===== src/upbpc_pkg.sv =====
// upbpc_pkg: offsets, field positions and reset values of the upper
// port pin control block.
// assumes a 32-bit axi4-lite slave with one register per aligned word.
package upbpc_pkg;
  // ------------------------------------------------------------
  // register byte offsets
  // ------------------------------------------------------------
  localparam logic [7:0] OFF_LEVEL = 8'h00; // pin levels / latch write
  localparam logic [7:0] OFF_LATCH = 8'h04; // output latch
  localparam logic [7:0] OFF_DIR = 8'h08; // direction, 1 = input
  localparam logic [7:0] OFF_ICM = 8'h0C; // interrupt control main
  localparam logic [7:0] OFF_IC2 = 8'h10; // interrupt control second
  localparam logic [7:0] OFF_IC3 = 8'h14; // interrupt control third
  localparam logic [7:0] OFF_ANA = 8'h18; // analog pin config
  localparam logic [7:0] OFF_FSEL = 8'h1C; // function select
  localparam logic [7:0] OFF_ISTAT = 8'h20; // sticky event status
  localparam logic [7:0] OFF_ICLR = 8'h24; // write one to clear
  localparam logic [7:0] OFF_IEN = 8'h28; // interrupt enable
  // ------------------------------------------------------------
  // field positions
  // ------------------------------------------------------------
  localparam int ICM_FLAG = 0; // port change flag
  localparam int ICM_EN = 3; // port change enable
  localparam int IC2_PRIO = 0; // port change priority, 1 = high
  localparam int IC2_PUDN = 7; // global pull-up disable
  localparam int ANA_LINE4 = 4; // 1 = line 4 digital
  localparam int SEL_SERIAL_I2C = 8; // serial module in two-wire mode
  // ------------------------------------------------------------
  // reset values
  // ------------------------------------------------------------
  localparam logic [7:0] RST_LATCH = 8'h00;
  localparam logic [7:0] RST_DIR = 8'hF0; // upper lines inputs
  localparam logic [7:0] RST_IC2 = 8'h80; // pull-ups off
  localparam logic [7:0] RST_IC3 = 8'h00; // plain storage, cleared
  localparam logic [7:0] RST_ANA = 8'h00; // shared lines analog
  localparam logic [8:0] RST_FSEL = 9'h000; // all lines plain port
  // ------------------------------------------------------------
  // per-line function codes, two bits per line
  // ------------------------------------------------------------
  typedef enum logic [1:0] {
    UPBPC_FN_PORT = 2'h0,
    UPBPC_FN_REMAP = 2'h1,
    UPBPC_FN_SERIAL = 2'h2,
    UPBPC_FN_PARADDR = 2'h3
  } upbpc_fn_t;
  localparam logic [1:0] RESP_OKAY = 2'h0;
  localparam logic [1:0] RESP_SLVERR = 2'h2;
endpackage : upbpc_pkg


===== src/upbpc_top.sv =====
// upbpc_top: pin control for lines 4..7 of an 8-bit bidirectional port,
// with axi4-lite registers, change interrupt and function muxing.
// assumes pin inputs already synchronous to aclk; pads resolve the wire.
//
// Behaviour
// [RL1] direction 0 drives pin from latch
// [RL2] direction 1 reads pin level back
// [RL3] pull-up on inputs unless global disable set
// [RL4] shared analog lines reset to analog
// [RL5] analog line 4 kills buffer and pull-up
// [RL6] programming mode disables other functions there
// [RL7] line 6 is programming clock input
// [RL8] line 7 programming data, direction from programmer
// [RL9] don't-care functions override the direction bit
// [RL10] large package: lines 4,5 parallel address
// [RL11] line 4 serial clock follows direction
// [RL12] two-wire lines: input or open-drain output
// [RL13] lines 4..7 are remappable pins 7..10
// [RL14] level change sets flag, enable requests interrupt
// [RL15] second control bit 0 selects priority
//
// The placing of the registers and the AXI4-Lite register port are this design's own decisions.
`timescale 1ns/1ns
module upbpc_top #(
  parameter bit LARGE_PKG = 1'b1 // parallel address pins present
) (
  input wire logic aclk,
  input wire logic aresetn,
  input wire logic ce,
  // axi4-lite slave
  input wire logic [7:0] s_axi_awaddr,
  input wire logic s_axi_awvalid,
  output logic s_axi_awready,
  input wire logic [31:0] s_axi_wdata,
  input wire logic [3:0] s_axi_wstrb,
  input wire logic s_axi_wvalid,
  output logic s_axi_wready,
  output logic [1:0] s_axi_bresp,
  output logic s_axi_bvalid,
  input wire logic s_axi_bready,
  input wire logic [7:0] s_axi_araddr,
  input wire logic s_axi_arvalid,
  output logic s_axi_arready,
  output logic [31:0] s_axi_rdata,
  output logic [1:0] s_axi_rresp,
  output logic s_axi_rvalid,
  input wire logic s_axi_rready,
  // pads, index 0 is line 4
  input wire logic [3:0] pad_in,
  output logic [3:0] pad_out,
  output logic [3:0] pad_oe,
  output logic [3:0] pad_pullup_en,
  // peripheral side
  input wire logic [3:0] remap_out,
  input wire logic sync_serial_clock_out,
  input wire logic two_wire_clock_out,
  input wire logic two_wire_data_out,
  input wire logic [1:0] par_addr_out,
  input wire logic prog_mode,
  input wire logic prog_data_out,
  input wire logic prog_data_drive,
  output logic [3:0] periph_in,
  // interrupts
  output logic irq,
  output logic irq_high,
  output logic irq_low
);
  // ------------------------------------------------------------
  // parameter check
  // ------------------------------------------------------------
  if (LARGE_PKG !== 1'b0 && LARGE_PKG !== 1'b1) begin : g_chk
    $error("upbpc_top: LARGE_PKG must be 0 or 1");
  end

  // decoded access to one offset
  function automatic logic hit(input logic [7:0] a,
                               input logic [7:0] off);
    hit = (a[7:2] == off[7:2]);
  endfunction : hit

  // ------------------------------------------------------------
  // registers
  // ------------------------------------------------------------
  logic [7:0] latch_q; // line_output_latch
  logic [7:0] dir_q; // line_direction
  logic [7:0] ic2_q; // interrupt control second
  logic [7:0] ic3_q; // interrupt control third, stored only
  logic [7:0] ana_q; // analog_select_bits
  logic [8:0] fsel_q; // function select + serial mode
  logic icm_en_q; // port_change_irq_enable
  logic flag_q; // port_change_irq_flag, also status bit 0
  logic ien_q; // status enable bit 0
  logic [3:0] lvl_q; // previous sampled levels
  // bus state
  logic aw_full_q;
  logic w_full_q;
  logic [7:0] aw_q;
  logic [31:0] w_q;
  logic [3:0] ws_q;

  // ------------------------------------------------------------
  // write channel decode
  // ------------------------------------------------------------
  wire aw_take = s_axi_awvalid & s_axi_awready;
  wire w_take = s_axi_wvalid & s_axi_wready;
  wire wr_go = aw_full_q & w_full_q & ~s_axi_bvalid;
  wire wr_b0 = wr_go & ws_q[0];
  wire [7:0] wd = w_q[7:0];
  wire wr_known = hit(aw_q, upbpc_pkg::OFF_LEVEL) |
                  hit(aw_q, upbpc_pkg::OFF_LATCH) |
                  hit(aw_q, upbpc_pkg::OFF_DIR) |
                  hit(aw_q, upbpc_pkg::OFF_ICM) |
                  hit(aw_q, upbpc_pkg::OFF_IC2) |
                  hit(aw_q, upbpc_pkg::OFF_IC3) |
                  hit(aw_q, upbpc_pkg::OFF_ANA) |
                  hit(aw_q, upbpc_pkg::OFF_FSEL) |
                  hit(aw_q, upbpc_pkg::OFF_ICLR) |
                  hit(aw_q, upbpc_pkg::OFF_IEN);
  // writing the level register lands in the latch, as on a real port
  wire wr_latch = wr_b0 & (hit(aw_q, upbpc_pkg::OFF_LEVEL) |
                           hit(aw_q, upbpc_pkg::OFF_LATCH));
  wire wr_dir = wr_b0 & hit(aw_q, upbpc_pkg::OFF_DIR);
  wire wr_icm = wr_b0 & hit(aw_q, upbpc_pkg::OFF_ICM);
  wire wr_ic2 = wr_b0 & hit(aw_q, upbpc_pkg::OFF_IC2);
  wire wr_ic3 = wr_b0 & hit(aw_q, upbpc_pkg::OFF_IC3);
  wire wr_ana = wr_b0 & hit(aw_q, upbpc_pkg::OFF_ANA);
  wire wr_fsel = wr_go & hit(aw_q, upbpc_pkg::OFF_FSEL);
  wire wr_iclr = wr_b0 & hit(aw_q, upbpc_pkg::OFF_ICLR);
  wire wr_ien = wr_b0 & hit(aw_q, upbpc_pkg::OFF_IEN);

  // ------------------------------------------------------------
  // pin level path
  // ------------------------------------------------------------
  // line 4 input buffer off while it is still analog
  wire line4_analog = ~ana_q[upbpc_pkg::ANA_LINE4]; // RL4
  wire [3:0] buf_en = {3'b111, ~line4_analog}; // RL5
  wire [3:0] lvl_now = pad_in & buf_en; // RL2
  // only input lines count for change detection
  wire [3:0] chg = (lvl_now ^ lvl_q) & dir_q[7:4];
  wire chg_evt = |chg; // RL14
  // set beats clear in the same cycle
  wire icm_clr = wr_icm & ~wd[upbpc_pkg::ICM_FLAG];
  wire flag_d = chg_evt | (flag_q & ~icm_clr &
                ~(wr_iclr & wd[0])); // RL14

  // ------------------------------------------------------------
  // pin drive selection
  // ------------------------------------------------------------
  wire [1:0] fn [4];
  assign fn[0] = fsel_q[1:0];
  assign fn[1] = fsel_q[3:2];
  assign fn[2] = fsel_q[5:4];
  assign fn[3] = fsel_q[7:6];
  wire i2c_mode = fsel_q[upbpc_pkg::SEL_SERIAL_I2C];
  logic [3:0] out_d;
  logic [3:0] oe_d;
  logic [3:0] pu_d;

  // per-line function mux
  always_comb begin
    for (int k = 0; k < 4; k++) begin
      // default: plain port, direction bit decides
      out_d[k] = latch_q[4+k]; // RL1
      oe_d[k] = ~dir_q[4+k]; // RL1
      case (fn[k])
        upbpc_pkg::UPBPC_FN_REMAP: begin
          out_d[k] = remap_out[k]; // RL13
        end
        upbpc_pkg::UPBPC_FN_SERIAL: begin
          if (k == 0 && !i2c_mode) begin
            out_d[k] = sync_serial_clock_out; // RL11
          end else if (k == 1 && !i2c_mode) begin
            // serial data in is input only
            oe_d[k] = 1'b0;
          end else if (k < 2) begin
            // open-drain: only ever pull low
            out_d[k] = 1'b0; // RL12
            oe_d[k] = ~dir_q[4+k] & ~(k == 0 ? two_wire_clock_out
                                            : two_wire_data_out);
          end
        end
        upbpc_pkg::UPBPC_FN_PARADDR: begin
          if (LARGE_PKG && k < 2) begin
            out_d[k] = par_addr_out[1-k]; // RL10
          end
        end
        default: begin
        end
      endcase
    end
    // pull-ups only on input lines with buffer active
    pu_d = dir_q[7:4] & buf_en &
           {4{~ic2_q[upbpc_pkg::IC2_PUDN]}}; // RL3 RL5
    // programming mode owns lines 6 and 7
    if (prog_mode) begin
      out_d[2] = 1'b0;
      oe_d[2] = 1'b0; // RL7 RL9
      pu_d[2] = 1'b0; // RL6
      out_d[3] = prog_data_out; // RL8
      oe_d[3] = prog_data_drive; // RL8 RL9
      pu_d[3] = 1'b0; // RL6
    end
  end

  // ------------------------------------------------------------
  // read decode
  // ------------------------------------------------------------
  logic [7:0] rd_byte;
  logic rd_ok;

  // read mux, reserved bits read as zero
  always_comb begin
    rd_byte = 8'h00;
    rd_ok = 1'b1;
    if (hit(s_axi_araddr, upbpc_pkg::OFF_LEVEL)) begin
      rd_byte = {lvl_now, 4'h0}; // RL2
    end else if (hit(s_axi_araddr, upbpc_pkg::OFF_LATCH)) begin
      rd_byte = {latch_q[7:4], 4'h0};
    end else if (hit(s_axi_araddr, upbpc_pkg::OFF_DIR)) begin
      rd_byte = {dir_q[7:4], 4'h0};
    end else if (hit(s_axi_araddr, upbpc_pkg::OFF_ICM)) begin
      rd_byte = {4'h0, icm_en_q, 2'b00, flag_q};
    end else if (hit(s_axi_araddr, upbpc_pkg::OFF_IC2)) begin
      rd_byte = ic2_q;
    end else if (hit(s_axi_araddr, upbpc_pkg::OFF_IC3)) begin
      rd_byte = ic3_q;
    end else if (hit(s_axi_araddr, upbpc_pkg::OFF_ANA)) begin
      rd_byte = ana_q;
    end else if (hit(s_axi_araddr, upbpc_pkg::OFF_FSEL)) begin
      rd_byte = fsel_q[7:0];
    end else if (hit(s_axi_araddr, upbpc_pkg::OFF_ISTAT)) begin
      rd_byte = {7'h00, flag_q};
    end else if (hit(s_axi_araddr, upbpc_pkg::OFF_IEN)) begin
      rd_byte = {7'h00, ien_q};
    end else if (!hit(s_axi_araddr, upbpc_pkg::OFF_ICLR)) begin
      rd_ok = 1'b0; // unmapped
    end
  end
  wire [8:0] fsel_rd = fsel_q;
  wire [31:0] rd_word = hit(s_axi_araddr, upbpc_pkg::OFF_FSEL) ?
                        {23'h00_0000, fsel_rd} : {24'h00_0000, rd_byte};

  // ------------------------------------------------------------
  // axi write handshake
  // ------------------------------------------------------------
  // one write in flight; address and data may come in any order
  always_ff @(posedge aclk) begin
    if (!aresetn) begin
      aw_full_q <= 1'b0;
      w_full_q <= 1'b0;
      aw_q <= 8'h00;
      w_q <= 32'h0000_0000;
      ws_q <= 4'h0;
      s_axi_awready <= 1'b0;
      s_axi_wready <= 1'b0;
      s_axi_bvalid <= 1'b0;
      s_axi_bresp <= upbpc_pkg::RESP_OKAY;
    end else if (ce) begin
      s_axi_awready <= ~aw_full_q & ~aw_take & ~s_axi_bvalid;
      s_axi_wready <= ~w_full_q & ~w_take & ~s_axi_bvalid;
      if (aw_take) begin
        aw_full_q <= 1'b1;
        aw_q <= s_axi_awaddr;
      end
      if (w_take) begin
        w_full_q <= 1'b1;
        w_q <= s_axi_wdata;
        ws_q <= s_axi_wstrb;
      end
      if (wr_go) begin
        s_axi_bvalid <= 1'b1;
        s_axi_bresp <= wr_known ? upbpc_pkg::RESP_OKAY
                                : upbpc_pkg::RESP_SLVERR;
      end else if (s_axi_bvalid && s_axi_bready) begin
        s_axi_bvalid <= 1'b0;
        aw_full_q <= 1'b0;
        w_full_q <= 1'b0;
      end
    end
  end

  // ------------------------------------------------------------
  // axi read handshake
  // ------------------------------------------------------------
  // one read in flight; answer one cycle after the address is taken
  always_ff @(posedge aclk) begin
    if (!aresetn) begin
      s_axi_arready <= 1'b0;
      s_axi_rvalid <= 1'b0;
      s_axi_rdata <= 32'h0000_0000;
      s_axi_rresp <= upbpc_pkg::RESP_OKAY;
    end else if (ce) begin
      s_axi_arready <= ~s_axi_rvalid & ~(s_axi_arvalid & s_axi_arready);
      if (s_axi_arvalid && s_axi_arready) begin
        s_axi_rvalid <= 1'b1;
        s_axi_rdata <= rd_word;
        s_axi_rresp <= rd_ok ? upbpc_pkg::RESP_OKAY
                             : upbpc_pkg::RESP_SLVERR;
      end else if (s_axi_rready) begin
        s_axi_rvalid <= 1'b0;
      end
    end
  end

  // ------------------------------------------------------------
  // control registers
  // ------------------------------------------------------------
  // the low byte lane carries register bits, except function select bit 8 from lane 1
  always_ff @(posedge aclk) begin
    if (!aresetn) begin
      latch_q <= upbpc_pkg::RST_LATCH;
      dir_q <= upbpc_pkg::RST_DIR;
      ic2_q <= upbpc_pkg::RST_IC2;
      ic3_q <= upbpc_pkg::RST_IC3;
      ana_q <= upbpc_pkg::RST_ANA; // RL4
      fsel_q <= upbpc_pkg::RST_FSEL;
      icm_en_q <= 1'b0;
      ien_q <= 1'b0;
    end else if (ce) begin
      if (wr_latch) latch_q <= wd;
      if (wr_dir) dir_q <= wd;
      if (wr_ic2) ic2_q <= wd;
      if (wr_ic3) ic3_q <= wd;
      if (wr_ana) ana_q <= wd;
      if (wr_fsel && ws_q[0]) fsel_q[7:0] <= wd;
      if (wr_fsel && ws_q[1]) fsel_q[8] <= w_q[8];
      if (wr_icm) icm_en_q <= wd[upbpc_pkg::ICM_EN];
      if (wr_ien) ien_q <= wd[0];
    end
  end

  // ------------------------------------------------------------
  // change detect and interrupt outputs
  // ------------------------------------------------------------
  // outputs registered; they lag the flag by one cycle
  always_ff @(posedge aclk) begin
    if (!aresetn) begin
      lvl_q <= lvl_now; // track pins so idle-high lines give no false edge
      flag_q <= 1'b0;
      irq <= 1'b0;
      irq_high <= 1'b0;
      irq_low <= 1'b0;
    end else if (ce) begin
      lvl_q <= lvl_now;
      flag_q <= flag_d; // RL14
      irq <= flag_q & ien_q;
      irq_high <= flag_q & icm_en_q & ic2_q[upbpc_pkg::IC2_PRIO]; // RL15
      irq_low <= flag_q & icm_en_q & ~ic2_q[upbpc_pkg::IC2_PRIO]; // RL15
    end
  end

  // ------------------------------------------------------------
  // pad and peripheral outputs
  // ------------------------------------------------------------
  // one cycle of register delay keeps every output on a flop
  always_ff @(posedge aclk) begin
    if (!aresetn) begin
      pad_out <= 4'h0;
      pad_oe <= 4'h0;
      pad_pullup_en <= 4'h0;
      periph_in <= 4'h0;
    end else if (ce) begin
      pad_out <= out_d;
      pad_oe <= oe_d;
      pad_pullup_en <= pu_d;
      periph_in <= lvl_now; // RL13 RL7 RL8
    end
  end
endmodule : upbpc_top


===== config.mk =====
export PLATFORM = sky130hd
export DESIGN_NAME = upbpc_top
export DESIGN_NICKNAME = d
export VERILOG_FILES = /design/src/upbpc_pkg.sv /design/src/upbpc_top.sv
export SDC_FILE = /design/constraint.sdc
export NUM_CORES = 1
export LEC_CHECK = 0
export BUFFER_PORTS_ARGS = -buffer_cell sky130_fd_sc_hd__buf_4
export CAP_MARGIN = 20
export CORE_MARGIN = 2
export CORE_UTILIZATION = 45
export CTS_CLUSTER_DIAMETER = 200
export DETAILED_ROUTE_END_ITERATION = 16
export PLACE_DENSITY = 0.79
export SYNTH_ARGS = -nofsm -noshare
export SYNTH_HDL_FRONTEND = slang
export SYNTH_SLANG_ARGS = --single-unit

===== constraint.sdc =====
create_clock -name aclk -period 2.9 [get_ports aclk]
set_input_delay 0 -clock aclk [delete_from_list [all_inputs] [get_ports aclk]]
set_output_delay 0 -clock aclk [all_outputs]
set_load 0.02 [all_outputs]

==> results of run 1 <==
critical path, delay by kind of cell, from the launching register on:
kind                   cells  cell delay [ns]
AOI/OAI and AO/OA          1             0.44
buffers and inverters      1             0.61
DFF                        1             0.40
and+or+nand+nor            2             0.36
routing by layer:
metal	routed length (um)	vias to the layer above	track usage, %	part of all wire [%]
li1	-	2006	-	-
met1	5080	1939	24.8	42
met2	5870	174	35.6	49
met3	803	23	2.89	6.6
met4	331	0	10.6	2.7
met5	0	-	0	0
sequential cells by signal (all words and copies together), names as in the netlist, 2 cells and up:
name           count
dir_q              4
pad_out            4
ana_q              8
latch_q            4
pad_oe             4
w_q                9
lvl_q              4
pad_pullup_en      4
ic3_q              8
periph_in          4
s_axi_rdata        9
aw_q               6
ic2_q              8
fsel_q             9
ws_q               2
cells in the mapped netlist (all sizes together) (3+ instances only):
library cell and instances:
a2111oi 3, a21boi 21, a21oi 9, a221o 3
a31oi 6, and3 4, buf 28, clkbuf 33
dfxtp 98, edfxtp 4, inv 9, mux2 5
mux2i 56, nand2 57, nand2b 9, nand3 24
nand3b 6, nand4 4, nand4b 5, nor2 9
nor2b 52, nor3 3, nor4 5, o21ai 27
o2bb2ai 3, xor2 4
metrics by stage:
stage                     hold slack, ns  total power [W]  setup WS, ns
after CTS                        0.00376          0.00261          1.04
final                            0.00320          0.00260         0.980
after global placement             0.221          0.00175          1.10
after floorplan                   0.0989          0.00167          1.23
after global routing              0.0292          0.00269         0.891
after detailed placement           0.224          0.00175          1.05
cells by family (layout without fill, tap and decap cells):
logic type | after synthesis | in the layout | share of synthesized area, %
and+or+nand+nor | 195 | 195 | 22.9
DFF | 102 | 102 | 42.3
AOI/OAI and AO/OA | 96 | 96 | 13.6
buffers and inverters | 70 | 137 | 7.29
muxes | 62 | 62 | 13.0
xor gates and xnor gates | 5 | 5 | 0.889
other | 1 | 25 | 0.0762
power by group through the flow:
| stage | Sequential (W) | Combinational, W | Clock, W |
|---|---|---|---|
| detailed placement | 0.00149 | 0.000260 | 0 |
| global route | 0.00146 | 0.000317 | 0.000913 |
| global placement | 0.00149 | 0.000255 | 0 |
| floorplan | 0.00150 | 0.000176 | 0 |
| CTS | 0.00146 | 0.000290 | 0.000860 |
| finish | 0.00146 | 0.000293 | 0.000843 |
worst max-delay path by stage:
stage	end
after detailed placement	ic2_q[7]
after floorplan	dir_q[4]
after CTS	ic2_q[7]
final	s_axi_rresp[1]
after global routing	s_axi_rresp[1]
after global placement	ana_q[7]
final cells by class:
type	instances	share of cell area, %
flip-flops and latches	102	34.9
well taps	140	2.94
clock inverters	6	0.756
inverters	9	0.567
multi-input cells	383	43.2
repair buffers	112	15.3
clock buffers	10	2.31
==> out/metrics.csv, run 1 <==
stage,metric,value,unit
global_routing,grt_pass1_vias,3922,
clocking,clk_path_buf_depth,2,
sta,fin_skew,0.0110,ns
pwr,p_sw_share,26.4,%
sta,tightestPinTransition,0.751,ns
cells_and_area,n_antenna_cell,0,
sta,hold_viol,0,
worst_setup_path,timing.rr.end,s_axi_rresp[1],
detailed_routing,viasPerCell,5.44,
worst_setup_path,worstReg2RegStart,s_axi_arready,
logic_synthesis,async_flop_share,0,%
pwr,p_switching,0.000684,W
logic_synthesis,ys_warn_count,0,
die,std_cell_rows,38,
cells_and_area,final_cell_count_no_fill,762,
logic_synthesis,syn_area_per_cell,9.27,um2
worst_setup_path,worstPathArrival,2.18,ns
die,core,0.0107,mm2
detailed_routing,drtIter0Drc,327,
cells_and_area,postLayoutCellArea,0.00596,mm2
cells_and_area,mostFrequentLayoutCells,"98 x dfxtp_1, 83 x buf_4, 57 x nand2_1",
pwr,pwr_density_cell,436,mW/mm2
worst_setup_path,slowest_stage,dlygate4sd3_1,
placed_design,dp_hpwl,8430,um
hold_path,hold_depth,4,
worst_setup_path,max_stage_delay,0.61,ns
worst_setup_path,worstSetupEndpointType,flip-flop,
logic_synthesis,synth-edff-count,4,
logic_synthesis,ys.flop_type,dfxtp_1,
worst_setup_path,worstRegToRegCells,4,
sta,tns,0,ns
die,start_util,45.8,%
global_routing,antenna_found_initial,0,
logic_synthesis,synth-seq-cells,102,
pwr,vdd_drop_max,0.000231,V
placed_design,gp_congestion,0.850,
sta,rsz0062_at_grt,no,
hold_path,hp-class,input port to flip-flop,
die,die_h,109,um
clocking,cts_tree,done,
placed_design,dp_cells,717,
worst_setup_path,path_class,flip-flop to flip-flop,
run_status,status,finished clean,
global_routing,grt_pass1_wl,18900,um
clocking,postCtsHoldBufs,29,
cells_and_area,area_delta_synth_final,21.0,%
logic_synthesis,syn_area,0.00492,mm2
worst_setup_path,cp_data_required_time,3.16,ns
sta,post-route-period-util,66.2,%
detailed_routing,wl_per_cell,15.9,um
cells_and_area,register_area,0.00208,mm2
clocking,clk_latency,0.37,ns
worst_setup_path,rrSetupSlack,0.98,ns
clocking,cts_buffers,9,
die,dieArea,0.0118,mm2
die,ios,136,
sta,min_period,1.92,ns
placed_design,portBuffers,81,
clocking,cts_root_buffer,clkbuf_8,
cells_and_area,utilization,55.5,%
clocking,cts_setup_buffers,0,
logic_synthesis,synthDistinctLibCells,64,
pwr,leakage,2.33,nW
pwr,p_int,0.00191,W
pwr,power_frac_comb,11.3,%
hold_path,hold_start,prog_data_drive,
logic_synthesis,synth_area_leader_cell,dfxtp_1,
worst_setup_path,start_kind,flip-flop,
logic_synthesis,ys_seq_area_share,42.3,%
clocking,clkSinkCount,102,
sta,setup-violations-final,0,
worst_setup_path,cp_max_fo,7,
pwr,power_frac_seq,56.3,%
global_routing,grt.total_usage,20.6,%
detailed_routing,wirelength,12100,um
logic_synthesis,synth.top_cells.by_area,"dfxtp_1 40%, mux2i_1 11%, nor2b_1 6.6%",
sta,clock.fmax,521,MHz
global_routing,grt_start_max_net_pins,89,
job,drv_cap,0,
placed_design,place_area,0.00549,mm2
clocking,cts_resized,0,
detailed_routing,ant_nets,0,
die,die_width,109,um
cells_and_area,multi_input_area,0.00257,mm2
cells_and_area,drive_gt1_share,17.8,%
logic_synthesis,syn_inst,531,
detailed_routing,dr.pass1.iters,5,
worst_setup_path,crit_chain,nand3_1 -> a2111oi_0 -> dlygate4sd3_1 -> nor2_1,
logic_synthesis,synth_top_area_share,39.8,%
hold_path,hold_end,pad_oe[3],
global_routing,grt_overflow_total,0,
cells_and_area,finalNetCount,693,
sta,slew_viol_final,0,
detailed_routing,vias,4142,
worst_setup_path,critPathLaunch,s_axi_arready,
cells_and_area,fillers,942,
cells_and_area,final_common_cell,dfxtp_1,
clocking,clk_pin_slew_worst_paths,0.10,ns
detailed_routing,drc,0,
pwr,power.share.clock,32.5,%
clocking,cts_max_level,3,
sta,slew_headroom,49.5,%
Note: power is estimated with default switching activity, not from simulation.
==> run 2, diff against run 1 <==
PLACE_DENSITY = 0.82   (was 0.79)
clock period = 1.6 ns   (was 2.9 ns; I/O delays follow)
==> run 2 against run 1 <==
Routed wire length increased by 6.4%. Critical path depth increased by 2. Global-route usage increased by 0.96 points. Count of clock-buffer cells in the layout increased by 3. Maximum frequency increased by 23%. Sequential power increased by 81%. Via count increased by 3.3%. Combinational power increased by 96%. Hold slack improved by 0.0026 ns. Critical path type unchanged. Critical endpoint is now ic2_q[7]. Largest power group unchanged.
==> out/metrics.csv, run 2 (synthesized netlist as in run 1, its figures left out) <==
stage,metric,value,unit
run_status,status,finished clean,
sta,setup-violations-final,0,
cells_and_area,top_regs,"fsel_q: 9 flops, s_axi_rdata: 9 flops, w_q: 9 flops",
detailed_routing,drc,0,
global_routing,antenna_found_initial,0,
die,ios,136,
global_routing,grt.total_usage,21.5,%
global_routing,grt_pass1_wl,19600,um
detailed_routing,viasPerCell,5.42,
clocking,clk_pin_slew_worst_paths,0.09,ns
sta,post-route-period-util,97.8,%
hold_path,hp-class,input port to flip-flop,
clocking,cts_root_buffer,clkbuf_8,
sta,min_period,1.56,ns
cells_and_area,area_delta_synth_final,27.3,%
die,std_cell_rows,38,
pwr,p_switching,0.00117,W
detailed_routing,ant_nets,0,
placed_design,dp_hpwl,8980,um
cells_and_area,drive_gt1_share,22.7,%
worst_setup_path,cp_data_required_time,1.84,ns
pwr,p_sw_share,24.7,%
hold_path,hold_depth,4,
global_routing,grt_pass1_vias,3994,
detailed_routing,dr.pass1.iters,5,
cells_and_area,final_common_cell,buf_4,
sta,slew_headroom,64.6,%
pwr,p_int,0.00359,W
sta,clock.fmax,639,MHz
die,die_width,109,um
die,dieArea,0.0118,mm2
sta,slew_viol_final,0,
pwr,power_frac_seq,55.5,%
cells_and_area,n_antenna_cell,0,
die,die_h,109,um
detailed_routing,wl_per_cell,16.3,um
sta,tightestPinTransition,0.530,ns
pwr,vdd_drop_max,0.000507,V
global_routing,grt_start_max_net_pins,41,
die,start_util,45.8,%
cells_and_area,finalNetCount,721,
pwr,power.share.clock,32.4,%
placed_design,place_area,0.00572,mm2
clocking,cts_tree,done,
clocking,clk_path_buf_depth,2,
worst_setup_path,worstRegToRegCells,6,
pwr,leakage,2.49,nW
pwr,power_frac_comb,12.1,%
placed_design,gp_congestion,0.859,
worst_setup_path,path_class,flip-flop to flip-flop,
placed_design,portBuffers,81,
cells_and_area,postLayoutCellArea,0.00627,mm2
clocking,clkSinkCount,102,
sta,tns,0,ns
die,core,0.0107,mm2
global_routing,grt_overflow_total,0,
detailed_routing,vias,4277,
worst_setup_path,worstSetupEndpointType,flip-flop,
detailed_routing,wirelength,12900,um
clocking,cts_buffers,9,
worst_setup_path,worstPathArrival,1.81,ns
worst_setup_path,start_kind,flip-flop,
sta,rsz0062_at_grt,yes,
worst_setup_path,cp_max_fo,8,
detailed_routing,drtIter0Drc,330,
clocking,clk_latency,0.37,ns
cells_and_area,mostFrequentLayoutCells,"103 x buf_4, 92 x dfxtp_1, 57 x nand2_1",
job,drv_cap,0,
clocking,cts_max_level,3,
pwr,pwr_density_cell,760,mW/mm2
sta,hold_viol,0,
sta,fin_skew,0.0132,ns
run 2: cell types whose count changed in the layout (fill, tap and decap cells not counted), moves of 2 or more:
cell | previous run | this run
dfxtp_2 | 0 | 6
inv_6 | 2 | 0
clkbuf_1 | 0 | 4
dfxtp_1 | 98 | 92
buf_6 | 0 | 3
clkinv_4 | 2 | 0
buf_12 | 0 | 4
buf_4 | 83 | 103
run 2: per-layer routing:
| metal | wire length [um] | global-route usage [%] | vias to the layer above |
|---|---|---|---|
| met5 | 0 | 0 | - |
| met4 | 402 | 8.79 | 0 |
| met3 | 833 | 4.04 | 29 |
| met2 | 6180 | 36.5 | 183 |
| met1 | 5450 | 26.9 | 2009 |
| li1 | - | - | 2056 |
run 2: final timing paths:
path / startpoint / to / slack (ns)
worst max-delay path: aw_q[6] / ic2_q[7] / 0.04
worst min-delay path: prog_data_drive / pad_oe[3] / 0.006
worst max register to register: aw_q[6] / ic2_q[7] / 0.04
worst min register to register: s_axi_rdata[8] / s_axi_rdata[8] / 0.48
run 2: layout make-up:
cell class              count  area (um2)
multi-input cells         383        2610
flip-flops and latches    102        2090
clock buffers              13         139
repair buffers            140        1190
well taps                 140         175
inverters                   9        33.8
clock inverters             2        35.0
fillers                   900        4480
run 2: what timing repair did:
item	4_1_cts	5_1_grt
hold buffers	30	0
endpoints found under the setup margin	8	30
setup buffers	0	4
gates resized for setup	9	10
pin swaps	0	5
hold endpoints to repair	36	0
gates cloned	0	0
run 2: power by group through the flow:
stage          clock network [W]  registers, W  logic, W
6_report                 0.00154       0.00264  0.000575
3_3_place_gp                   0       0.00270  0.000491
4_1_cts                  0.00156       0.00264  0.000561
5_1_grt                  0.00166       0.00265  0.000619
3_5_place_dp                   0       0.00270  0.000500
2_1_floorplan                  0       0.00272  0.000319
run 2: worst max-delay path, stage by stage (launching register included):
cell and delay [ns]:
dfxtp_2 0.34, or2_4 0.25, buf_6 0.13, nor4_4 0.26, buf_12 0.18, mux2i_1 0.22
nand2_1 0.07
run 2: per-stage QoR:
step / utilization (%) / cells / setup WS, ns / hold WS, ns / total power [W]
after floorplan: - / 555 / -0.00641 / 0.0989 / 0.00303
after global routing: 58.3 / 789 / -0.0232 / 0.0251 / 0.00493
after detailed placement: 53.2 / 740 / -0.102 / 0.222 / 0.00320
final: 58.3 / 789 / 0.0358 / 0.00576 / 0.00476
after global placement: 53.2 / 740 / -0.0313 / 0.221 / 0.00319
after CTS: 57.8 / 785 / 0.00953 / 0.00328 / 0.00476
